## src/pkg/dma_defines.svh

```systemverilog
// constants for the two-channel transfer sequencer: address windows, field widths, resets
// assumes a 16-bit data address space with internal RAM below the register bank
//
// Behaviour
// - while one channel is transferring, a request on the other channel waits.
// - a waiting request is served as soon as the running transfer has finished.
// - when both channels ask in the same cycle, channel 0 goes first.
// - a transfer and a CPU interrupt arriving together are ordered transfer first, interrupt next.
// - no transfer is granted in the cycle right after a call, table call, break or flag bit op.
// - the RAM-side address steps up by one after each transfer with no wrap or clamp at RAM edges.
// - register-to-RAM transfers to an address in the register bank or outside RAM store nothing.
// - RAM-to-register transfers from an out-of-range address deliver undefined data to the target.
// - the transfer-active flag clears itself when the programmed count runs out.
// - the operation enable bit may only be written while the transfer-active flag is low.
`ifndef DMA_DEFINES_SVH
`define DMA_DEFINES_SVH

`define DMA_ADDR_W      16
`define DMA_CNT_W       10
`define DMA_SFR_W       8
`define DMA_RAM_LO      16'hF_B00
`define DMA_GPR_LO      16'hF_EE0
`define DMA_ADDR_RST    16'h0000
`define DMA_CNT_RST     10'h000
`define DMA_SFR_RST     8'h00
`define DMA_DATA_RST    8'h00

`endif

```

## src/pkg/dma_pkg.sv

```systemverilog
// types shared by the sequencer and its channel slices
package dma_pkg;

    typedef enum logic [1:0] {
        ST_IDLE  = 2'b00,
        ST_READ  = 2'b01,
        ST_WRITE = 2'b10
    } seq_state_e;

    // software-side programming of one channel
    typedef struct packed {
        logic        load;       // one-cycle strobe: take ram_addr, sfr_addr, count, to_sfr
        logic [15:0] ram_addr;
        logic [7:0]  sfr_addr;
        logic [15:0] count;
        logic        to_sfr;     // 1: RAM to register, 0: register to RAM
        logic        act_wr;     // strobe: write act_val into the transfer-active flag
        logic        act_val;
        logic        en_wr;      // strobe: write en_val into the operation enable
        logic        en_val;
        logic        hold;       // transfer hold control, level
    } chan_cfg_s;

    // one access on the internal bus
    typedef struct packed {
        logic        strobe;
        logic        is_ram;
        logic [15:0] addr;
        logic [7:0]  data;
    } bus_acc_s;

endpackage : dma_pkg

```

## src/core/dma_channel.sv

```systemverilog
// one channel slice: enable, active flag, address, count and its pending request
// assumes trigger, cfg and done come from logic on core_clk
`timescale 1ns/10ps
`default_nettype none
`include "dma_defines.svh"

module dma_channel (
    input  wire logic                       core_clk,
    input  wire logic                       arst_n,
    input  wire dma_pkg::chan_cfg_s         cfg,
    input  wire logic                       trig,
    input  wire logic                       grant,
    input  wire logic                       done,
    output logic                            pending_r,
    output logic                            enable_r,
    output logic                            active_r,
    output logic                            to_sfr_r,
    output logic [`DMA_ADDR_W-1:0]          ram_addr_r,
    output logic [`DMA_SFR_W-1:0]           sfr_addr_r,
    output logic [`DMA_CNT_W-1:0]           count_r,
    output logic                            done_irq_r
);
    wire last_xfer   = done && (count_r == `DMA_CNT_W'(1));
    wire trig_ok     = trig && enable_r && active_r;
    // bits above the count width are ignored; software keeps them zero
    wire [`DMA_CNT_W-1:0] count_ld = cfg.count[`DMA_CNT_W-1:0];
    wire en_wr_ok    = cfg.en_wr && !active_r;
    wire pending_nxt = trig_ok || (pending_r && !grant);                   // set wins
    wire active_nxt  = last_xfer ? 1'b0 : (cfg.act_wr ? cfg.act_val : active_r);

    always_ff @(posedge core_clk or negedge arst_n) begin
        if (!arst_n) begin
            pending_r  <= 1'b0;
            enable_r   <= 1'b0;
            active_r   <= 1'b0;
            to_sfr_r   <= 1'b0;
            ram_addr_r <= `DMA_ADDR_RST;
            sfr_addr_r <= `DMA_SFR_RST;
            count_r    <= `DMA_CNT_RST;
            done_irq_r <= 1'b0;
        end else begin
            pending_r  <= pending_nxt && active_nxt;
            active_r   <= active_nxt;
            done_irq_r <= last_xfer;
            if (en_wr_ok) begin
                enable_r <= cfg.en_val;
            end
            if (cfg.load && !active_r) begin
                ram_addr_r <= cfg.ram_addr;
                sfr_addr_r <= cfg.sfr_addr;
                count_r    <= count_ld;
                to_sfr_r   <= cfg.to_sfr;
            end else if (done) begin
                ram_addr_r <= ram_addr_r + `DMA_ADDR_W'(1);
                count_r    <= count_r - `DMA_CNT_W'(1);
            end
        end
    end
endmodule : dma_channel
`default_nettype wire

```

## src/core/dma_arbiter.sv

```systemverilog
// two-channel transfer sequencer: arbitration, cpu interlock and the bus access sequence
// assumes triggers, cpu status and bus read data are on core_clk; read data follows strobe by one
`timescale 1ns/10ps
`default_nettype none
`include "dma_defines.svh"

module dma_arbiter (
    input  wire logic                   core_clk,
    input  wire logic                   arst_n,
    input  wire dma_pkg::chan_cfg_s     cfg0,
    input  wire dma_pkg::chan_cfg_s     cfg1,
    input  wire logic [1:0]             trig,
    input  wire logic                   cpu_hold_insn,
    input  wire logic                   cpu_irq_req,
    input  wire logic [`DMA_SFR_W-1:0]  rd_data,
    output dma_pkg::bus_acc_s           rd_acc_r,
    output dma_pkg::bus_acc_s           wr_acc_r,
    output logic                        range_err_r,
    output logic                        irq_allow_r,
    output logic                        busy_r,
    output logic [1:0]                  enable_r,
    output logic [1:0]                  active_r,
    output logic [1:0]                  done_irq_r
);
    dma_pkg::seq_state_e state_r;
    dma_pkg::seq_state_e state_nxt;
    logic                cur_ch_r;
    logic                hold_insn_r;
    logic [1:0]          pending;
    logic [1:0]          done;
    logic [1:0]          grant;
    logic [1:0]          to_sfr;
    logic [`DMA_ADDR_W-1:0] ram_addr [2];
    logic [`DMA_SFR_W-1:0]  sfr_addr [2];

    dma_channel u_ch0 (
        .core_clk   (core_clk),
        .arst_n     (arst_n),
        .cfg        (cfg0),
        .trig       (trig[0]),
        .grant      (grant[0]),
        .done       (done[0]),
        .pending_r  (pending[0]),
        .enable_r   (enable_r[0]),
        .active_r   (active_r[0]),
        .to_sfr_r   (to_sfr[0]),
        .ram_addr_r (ram_addr[0]),
        .sfr_addr_r (sfr_addr[0]),
        .count_r    (),
        .done_irq_r (done_irq_r[0])
    );

    dma_channel u_ch1 (
        .core_clk   (core_clk),
        .arst_n     (arst_n),
        .cfg        (cfg1),
        .trig       (trig[1]),
        .grant      (grant[1]),
        .done       (done[1]),
        .pending_r  (pending[1]),
        .enable_r   (enable_r[1]),
        .active_r   (active_r[1]),
        .to_sfr_r   (to_sfr[1]),
        .ram_addr_r (ram_addr[1]),
        .sfr_addr_r (sfr_addr[1]),
        .count_r    (),
        .done_irq_r (done_irq_r[1])
    );

    // a channel with its hold set is skipped; holding only one of two busy
    // channels is not a reliable pause, software holds both
    wire ready0    = pending[0] && !cfg0.hold;
    wire ready1    = pending[1] && !cfg1.hold;
    wire idle      = (state_r == dma_pkg::ST_IDLE);
    wire may_grant = idle && !hold_insn_r;
    wire pick1     = !ready0;
    wire start     = may_grant && (ready0 || ready1);
    assign grant   = start ? (pick1 ? 2'b10 : 2'b01) : 2'b00;

    wire                   sel_to_sfr = to_sfr[cur_ch_r];
    wire [`DMA_ADDR_W-1:0] sel_ram    = ram_addr[cur_ch_r];
    wire [`DMA_SFR_W-1:0]  sel_sfr    = sfr_addr[cur_ch_r];
    wire                   g_to_sfr   = to_sfr[pick1];
    wire [`DMA_ADDR_W-1:0] g_ram      = ram_addr[pick1];
    wire [`DMA_SFR_W-1:0]  g_sfr      = sfr_addr[pick1];
    // ram below the window, in the register bank or past it is out of range
    wire ram_bad = (sel_ram < `DMA_RAM_LO) || (sel_ram >= `DMA_GPR_LO);
    wire at_write = (state_r == dma_pkg::ST_WRITE);
    assign done  = at_write ? (cur_ch_r ? 2'b10 : 2'b01) : 2'b00;

    always_comb begin
        state_nxt = state_r;
        unique case (state_r)
            dma_pkg::ST_IDLE:  if (start) state_nxt = dma_pkg::ST_READ;
            dma_pkg::ST_READ:  state_nxt = dma_pkg::ST_WRITE;
            dma_pkg::ST_WRITE: state_nxt = dma_pkg::ST_IDLE;
            default:           state_nxt = dma_pkg::ST_IDLE;
        endcase
    end

    // write strobe stays low for a register-to-RAM access out of range:
    // the byte is dropped rather than clobbering registers
    wire wr_strobe_nxt = at_write && (sel_to_sfr || !ram_bad);
    // RAM-to-register from a bad address still writes whatever the bus returned
    wire range_err_nxt = at_write && ram_bad;
    // interrupt service waits while a transfer runs or a channel without hold has one pending; a trigger
    // landing this very cycle counts too, since its pending bit is not yet visible
    wire [1:0] trig_live     = trig & enable_r & active_r;
    wire       irq_allow_nxt = cpu_irq_req && idle && !start && !ready0 && !ready1
                               && (trig_live == 2'b00);

    always_ff @(posedge core_clk or negedge arst_n) begin
        if (!arst_n) begin
            state_r     <= dma_pkg::ST_IDLE;
            cur_ch_r    <= 1'b0;
            hold_insn_r <= 1'b0;
            busy_r      <= 1'b0;
            irq_allow_r <= 1'b0;
            range_err_r <= 1'b0;
        end else begin
            state_r     <= state_nxt;
            hold_insn_r <= cpu_hold_insn;
            busy_r      <= (state_nxt != dma_pkg::ST_IDLE);
            irq_allow_r <= irq_allow_nxt;
            range_err_r <= range_err_nxt;
            if (start) begin
                cur_ch_r <= pick1;
            end
        end
    end

    always_ff @(posedge core_clk or negedge arst_n) begin
        if (!arst_n) begin
            rd_acc_r <= '0;
            wr_acc_r <= '0;
        end else begin
            rd_acc_r.strobe <= start;
            rd_acc_r.is_ram <= start ? g_to_sfr : rd_acc_r.is_ram;
            rd_acc_r.addr   <= start ? (g_to_sfr ? g_ram : {8'h00, g_sfr}) : rd_acc_r.addr;
            rd_acc_r.data   <= `DMA_DATA_RST;
            wr_acc_r.strobe <= wr_strobe_nxt;
            if (at_write) begin
                wr_acc_r.is_ram <= !sel_to_sfr;
                wr_acc_r.addr   <= sel_to_sfr ? {8'h00, sel_sfr} : sel_ram;
                wr_acc_r.data   <= rd_data;
            end
        end
    end
endmodule : dma_arbiter
`default_nettype wire

```

## config.mk

```make
export PLATFORM = sky130hd
export DESIGN_NAME = dma_arbiter
export DESIGN_NICKNAME = d
export VERILOG_FILES = /design/src/pkg/dma_pkg.sv /design/src/core/dma_channel.sv /design/src/core/dma_arbiter.sv
export VERILOG_INCLUDE_DIRS = /design/src /design/src/pkg
export SDC_FILE = /design/constraint.sdc
export NUM_CORES = 1
export LEC_CHECK = 0
export ABC_AREA = 1
export BUFFER_PORTS_ARGS = -buffer_cell sky130_fd_sc_hd__buf_2
export CAP_MARGIN = 20
export CORE_ASPECT_RATIO = 0.7
export CORE_MARGIN = 5
export CORE_UTILIZATION = 28
export CTS_BUF_LIST = sky130_fd_sc_hd__clkbuf_8
export DETAILED_ROUTE_END_ITERATION = 12
export PLACE_DENSITY_LB_ADDON = 0.25
export SLEW_MARGIN = 20
export SYNTH_ARGS = -nofsm -noshare
export SYNTH_HDL_FRONTEND = slang
export SYNTH_SLANG_ARGS = --single-unit
export TNS_END_PERCENT = 1
```

## constraint.sdc

```tcl
create_clock -name core_clk -period 1.75 [get_ports core_clk]
set_clock_uncertainty 0.2 [all_clocks]
set_input_delay 0.175 -clock core_clk [delete_from_list [all_inputs] [get_ports core_clk]]
set_output_delay 0.175 -clock core_clk [all_outputs]
set_load 0.01 [all_outputs]
```

==> results of run 1 <==
==> state kept, by name, summed over array words and instances (netlist names), 2 cells and up <==
name / count
wr_acc_r: 26
rd_acc_r: 18
u_ch0.ram_addr_r: 16
u_ch1.ram_addr_r: 16
u_ch0.count_r: 10
u_ch1.count_r: 10
u_ch0.sfr_addr_r: 8
u_ch1.sfr_addr_r: 8
state_r: 2
==> worst max path at each step <==
stage	from	endpoint	cells after the start	slack (ps)
floorplan	cur_ch_r	wr_acc_r[12]	6	220
global placement	state_r[1]	u_ch1.ram_addr_r[6]	7	10
detailed placement	state_r[1]	u_ch1.ram_addr_r[6]	7	-0.7
CTS	state_r[1]	u_ch1.ram_addr_r[6]	7	20
global route	u_ch0.ram_addr_r[1]	u_ch0.ram_addr_r[11]	7	-20
finish	cur_ch_r	wr_acc_r[25]	6	50
==> final cells by class <==
type	count	share of cell area, %
Multi-Input combinational cell	713	33.8
Sequential cell	129	32.0
Timing Repair Buffer	314	22.8
Tap cell	331	4.09
Inverter	95	3.55
Clock buffer	20	2.72
Clock inverter	12	1.08
==> power breakdown <==
part | internal (W) | total [W] | switching, W
logic | 0.00185 | 0.00444 | 0.00259
registers | 0.00381 | 0.00451 | 0.000704
clock network | 0.00123 | 0.00255 | 0.00132
total | 0.00689 | 0.0115 | 0.00461
==> routing by layer <==
metal  up-vias  part of all wire [%]
li1       3768                     -
met1      3428                    52
met2       226                    40
met3        18                   6.8
met4         0                   1.1
met5         -                     0
==> metrics by stage <==
| step | hold WS, ps | utilization [%] | setup WS (ps) | TNS, ps |
|---|---|---|---|---|
| after global placement | -109 | 33.9 | 10.5 | 0 |
| after global routing | 56.3 | 39.6 | -23.4 | -96.4 |
| after CTS | 43.5 | 39.1 | 21.7 | 0 |
| final | 79.3 | 39.6 | 53.2 | 0 |
| after floorplan | -321 | - | 224 | 0 |
| after detailed placement | -112 | 33.9 | -0.725 | -0.725 |
==> Yosys cell counts (all sizes together) <==
master / number / share of area (%)
nor4: 1 / 0.087
conb: 1 / 0.052
o211a: 6 / 0.83
o21ai: 128 / 9.2
nand3: 69 / 4.8
inv: 94 / 4.9
or2: 3 / 0.26
o22ai: 8 / 0.69
nor3: 16 / 1.1
a31oi: 5 / 0.43
o211ai: 7 / 0.80
dfrtp: 129 / 45
o22a: 2 / 0.24
nand2: 316 / 17
clkinv: 1 / 0.052
clkbuf: 14 / 0.73
ha: 6 / 1.0
xnor2: 1 / 0.12
mux2i: 1 / 0.14
nand4: 16 / 1.4
and3: 3 / 0.26
o311ai: 1 / 0.12
o21bai: 3 / 0.31
a211oi: 9 / 0.94
nor3b: 1 / 0.10
a21oi: 18 / 1.2
nor2: 82 / 4.5
xor2: 3 / 0.36
buf: 43 / 3.8
==> repair_timing <==
action                                  CTS  global route
endpoints found under the setup margin    2            60
buffers inserted                          0             5
resized for setup                         2            40
pin swaps                                 0             3
endpoints found under the hold margin   215             0
hold buffers                             93             0
==> kinds of logic after synthesis <==
group                      Yosys count  synth area share [%]
DFF                                129                  44.7
muxes                                1                 0.139
adders and majority gates            6                  1.04
and+or+nand+nor                    507                  29.4
AOI/OAI and AO/OA                  187                  14.8
other                                1                0.0519
buffers and inverters              152                  9.46
xor gates and xnor gates             4                 0.485
==> critical path, delay by kind of cell (launching register included) <==
| family | cells | cell delay, ps |
|---|---|---|
| AO/OA/AOI/OAI | 2 | 430 |
| flip-flops | 1 | 470 |
| buffers and inverters | 1 | 200 |
| AND/OR/NAND/NOR | 3 | 320 |
==> flow_summary.json, run 1 <==
{
  "cts_max_level": 4,
  "die_height_um": 144,
  "routed-via-count": 7440,
  "use_met1_pct": 26.2,
  "core-area_sq_um": 25600,
  "synth_area_per_cell_sq_um": 7.32,
  "rsz0062_at_grt": "yes",
  "dpl_cell_area_sq_um": 8660,
  "worstHoldPathType": "input pin to register",
  "path_clk_slew_ps": 90,
  "number_of_cells_in_the_finished_layout_apart_from_fillers": 1614,
  "synth_seq_area_share_pct": 44.7,
  "io_buffers": 148,
  "antenna_left": 0,
  "detail_route.vias_per_cell": 4.61,
  "post-dp-hpwl_mm": 18.5,
  "worst_ep_required_time_ps": 1930,
  "final_common_cell": "sky130_fd_sc_hd__nand2_1",
  "wl_mm": 24.5,
  "initial_standard_cell_utilization_of_the_core_pct": 28.3,
  "routedWlPerCell_um": 15.2,
  "worst_case_clock_buffer_depth": 2,
  "die_outline_area_sq_um": 29200,
  "clk_latency_ps": 460,
  "share_of_the_clock_period_used_by_the_worst_path_pct": 97.0,
  "drc_errors": 0,
  "seqCellArea_sq_um": 3230,
  "nFillCells": 2681,
  "number_of_warnings_reported_in_the_yosys_synthesis_log": 0,
  "drtIter0Drc": 541,
  "timing_hold_violations_final": 0,
  "num-nets-final": 1384,
  "worst-setup-path-type": "register to register",
  "critical_path_peak_fanout": 11,
  "clock_sink_count": 129,
  "overflow": 0,
  "grt_util_all_layers_pct": 17.0,
  "whs_endpoint": "u_ch1.ram_addr_r[5]",
  "maximum_ir_drop_on_the_vdd_rail_mv": 0.509,
  "groute.layer.met2.usage_pct": 24.2,
  "timing.final.crit_period_ps": 1700,
  "drv_cap": 0,
  "stdcell_area_sq_um": 10100,
  "critPathLaunchType": "register",
  "firstDrtPassIters": 5,
  "run_status": "completed",
  "timing.hold.worst.start": "cfg1[46]",
  "placed_cells_incl_taps": 1484,
  "grt_first_pass_wirelength_mm": 39.0,
  "cts_tree": "done",
  "finalPower_w": 0.0115,
  "critical_path_arrival_ps": 1880,
  "multiInputGateArea_sq_um": 3420,
  "p_per_area_nw_per_um2": 1140,
  "worst_hold_path.num_cells": 5,
  "layout_common_cells": "sky130_fd_sc_hd__nand2_1 (308), sky130_fd_sc_hd__buf_2 (147), sky130_fd_sc_hd__dfrtp_1 (124)",
  "gp_routability_congestion": 0.890,
  "setup.worst_path.end_class": "register",
  "dieWidth_um": 202,
  "cts_made_buffers": 17,
  "max_transition_viols_final": 0,
  "synth.ff_latch_count": 129,
  "r2r.worst_path.cells": 6,
  "antenna_found_initial": 0,
  "slowest_delay_ps": 470,
  "drive_gt1_share_pct": 23.5,
  "clk_root_buffer_cell": "sky130_fd_sc_hd__clkbuf_8",
  "grt_start_max_net_pins": 42,
  "crit_slowest_cell": "sky130_fd_sc_hd__dfrtp_2",
  "area_delta_synth_final_pct": 40.1,
  "path_cells": "buf_4 > o21ai_0 > nor2_1 > nand2_1 > nand3_1 > a21oi_1",
  "use_met3_pct": 3.63,
  "top_usage_layer": "met1",
  "rrSetupSlack_ps": 50,
  "mappedNetlistArea_sq_um": 7220,
  "critical_path.reg2reg.endpoint": "wr_acc_r[25]",
  "report.final.setup_viol": 0,
  "max_clock_freq_mhz": 589,
  "first_global_vias": 7127,
  "antennaDiodeCount": 0,
  "num_rows": 49,
  "leakagePower_nw": 5.17,
  "launch_point_of_the_worst_reg_to_reg_path": "cur_ch_r",
  "syn_inst": 987,
  "yosys.cell_types.count": 41,
  "io-pin-count": 169
}
No activity file was read; power rests on OpenSTA's default activity.
==> run 2: changes to the inputs <==
==> constraint.sdc (replaced) <==
create_clock -name core_clk -period 1.75 [get_ports core_clk]
set_clock_uncertainty 0.2 [all_clocks]
set_input_delay 0.0875 -clock core_clk [delete_from_list [all_inputs] [get_ports core_clk]]
set_output_delay 0.0875 -clock core_clk [all_outputs]
set_load 0.01 [all_outputs]
==> run 2 against run 1 <==
Against the previous run: the run now ends with negative hold slack left; critical path depth fell by 1; fmax grew 0.26%; worst hold slack lost 83 ps; clock-buffer cell count is 2 higher; total power is 5.3% higher; utilization grew 0.50 points; critical path type unchanged; critical endpoint is now wr_acc_r[13]; largest power group unchanged.
==> flow_summary.json, run 2 (synthesis results as in run 1) <==
{
  "worst-setup-path-type": "register to register",
  "worst_case_clock_buffer_depth": 2,
  "final_common_cell": "sky130_fd_sc_hd__nand2_1",
  "cpLargestDelayFamily": "compound AO/OA/AOI/OAI gates",
  "share_of_the_clock_period_used_by_the_worst_path_pct": 96.7,
  "path_clk_slew_ps": 80,
  "antenna_left": 0,
  "initial_standard_cell_utilization_of_the_core_pct": 28.3,
  "regMostFlops": "wr_acc_r",
  "number_of_cells_in_the_finished_layout_apart_from_fillers": 1614,
  "overflow": 0,
  "largest_reg_flops": 26,
  "timing.final.crit_period_ps": 1690,
  "timing_hold_violations_final": 2,
  "p_per_area_nw_per_um2": 1180,
  "detail_route.vias_per_cell": 4.62,
  "max_transition_viols_final": 0,
  "run_status": "finished, violations left",
  "clk_latency_ps": 450,
  "worst_ep_required_time_ps": 1860,
  "clk_root_buffer_cell": "sky130_fd_sc_hd__clkbuf_8",
  "report.final.setup_viol": 0,
  "placed_cells_incl_taps": 1487,
  "gp_routability_congestion": 0.890,
  "critical_path_arrival_ps": 1800,
  "antennaDiodeCount": 0,
  "max_clock_freq_mhz": 591,
  "wl_mm": 24.5,
  "timing.final.ws_setup_ps": 57.7,
  "drc_errors": 0,
  "num_rows": 49,
  "slowest_delay_ps": 490,
  "path_cells": "buf_4 > nand2_1 > nand2_1 > o21ai_0 > nand2_1",
  "drtIter0Drc": 471,
  "grt_util_all_layers_pct": 16.8,
  "setup.worst_path.end_class": "register",
  "seqCellArea_sq_um": 3240,
  "core-area_sq_um": 25600,
  "maximum_ir_drop_on_the_vdd_rail_mv": 0.563,
  "rsz0062_at_grt": "yes",
  "cts_tree": "done",
  "io-pin-count": 169,
  "multiInputGateArea_sq_um": 3440,
  "drive_gt1_share_pct": 23.5,
  "worst_pin_slew_ps": 584,
  "routedWlPerCell_um": 15.2,
  "largest_registers_in_the_final_layout": "wr_acc_r x26, rd_acc_r x18",
  "violations": "negative hold slack",
  "slew-limit-headroom_pct": 60.7,
  "cts_made_buffers": 17,
  "die_height_um": 144,
  "nFillCells": 2614,
  "critPathBufInv": 1,
  "routed-via-count": 7461,
  "hold-worst-slack_ps": -4.04,
  "io_buffers": 148,
  "antenna_found_initial": 0,
  "critPathLaunchType": "register",
  "clock_sink_count": 129,
  "area_delta_synth_final_pct": 41.9,
  "num-nets-final": 1384,
  "post-cts-setup-buffer-count": 0,
  "post-dp-hpwl_mm": 18.6,
  "crit_slowest_cell": "sky130_fd_sc_hd__o21ai_0",
  "layout_common_cells": "sky130_fd_sc_hd__nand2_1 (307), sky130_fd_sc_hd__buf_2 (147), sky130_fd_sc_hd__dfrtp_1 (123)",
  "firstDrtPassIters": 5,
  "post-place-ws_ps": 50.2,
  "grt_start_max_net_pins": 37,
  "worstHoldPathType": "input pin to register",
  "critical_path_peak_fanout": 10,
  "drv_cap": 0,
  "die_outline_area_sq_um": 29200,
  "timing.critical_path.mode_cell": "sky130_fd_sc_hd__nand2_1",
  "grt_first_pass_wirelength_mm": 38.4,
  "first_global_vias": 6967,
  "cts_max_level": 4,
  "leakagePower_nw": 5.24,
  "dieWidth_um": 202
}
==> run 2: changes by cell type in the layout (fill, tap and decap cells not counted), sizes merged <==
cell and delta:
buf -2, bufinv +4, dlygate4sd3 +2, clkinvlp -3, clkbuf +2, clkinv -3
==> run 2: layout make-up <==
type,count,area share [%]
Clock inverter,10,1.75
Sequential cell,129,31.6
Timing Repair Buffer,314,22.7
Tap cell,331,4.04
Inverter,95,3.48
Clock buffer,22,2.95
Multi-Input combinational cell,713,33.6
==> run 2: metrics by stage <==
step	setup TNS (ps)	instance area [sq um]	utilization [%]	total power, W	hold slack [ps]
floorplan	0	7250	-	0.00693	-408
global placement	0	8710	34.1	0.00870	-186
detailed placement	0	8710	34.1	0.00876	-184
CTS	0	10100	39.6	0.0121	15.7
global route	-26.4	10200	40.1	0.0130	2.48
finish	0	10200	40.1	0.0121	-4.04
==> run 2: final timing paths <==
| kind | cells after the start | slack [ps] | start | to |
|---|---|---|---|---|
| min in group asynchronous | 3 | 430 | arst_n | u_ch0.done_irq_r |
| max in group asynchronous | 4 | 340 | arst_n | u_ch1.ram_addr_r[8] |
| max reg2reg | 5 | 60 | cur_ch_r | wr_acc_r[13] |
| min reg2reg | 2 | 270 | wr_acc_r[24] | wr_acc_r[24] |
| max | 5 | 60 | cur_ch_r | wr_acc_r[13] |
| min | 5 | -4 | cfg0[46] | u_ch0.ram_addr_r[9] |
==> run 2: what timing repair did <==
item,in CTS,in global routing
endpoints found under the setup margin,0,53
resized for setup,0,38
hold endpoints to repair,217,2
hold buffers,94,1
==> run 2: power breakdown <==
group          internal [W]  switching, W  total (W)  leakage [nW]
clock               0.00188       0.00125    0.00313         0.242
combinational       0.00186       0.00260    0.00446          3.40
sequential          0.00381      0.000705    0.00451          1.59
==> run 2: worst reg2reg max path, delay by kind of cell (launching register included) <==
| family | cells | cell delay, ps |
|---|---|---|
| AO/OA/AOI/OAI | 1 | 490 |
| AND/OR/NAND/NOR | 3 | 230 |
| buffers and inverters | 1 | 190 |
| flip-flops | 1 | 450 |
==> run 2: per-layer routing <==
metal | vias up | track usage (%) | routed length, um
met5 | - | 0 | 0
met4 | 0 | 3.31 | 229
met3 | 14 | 3.90 | 1550
met2 | 221 | 23.6 | 10000
met1 | 3459 | 26.1 | 12800
li1 | 3767 | - | -
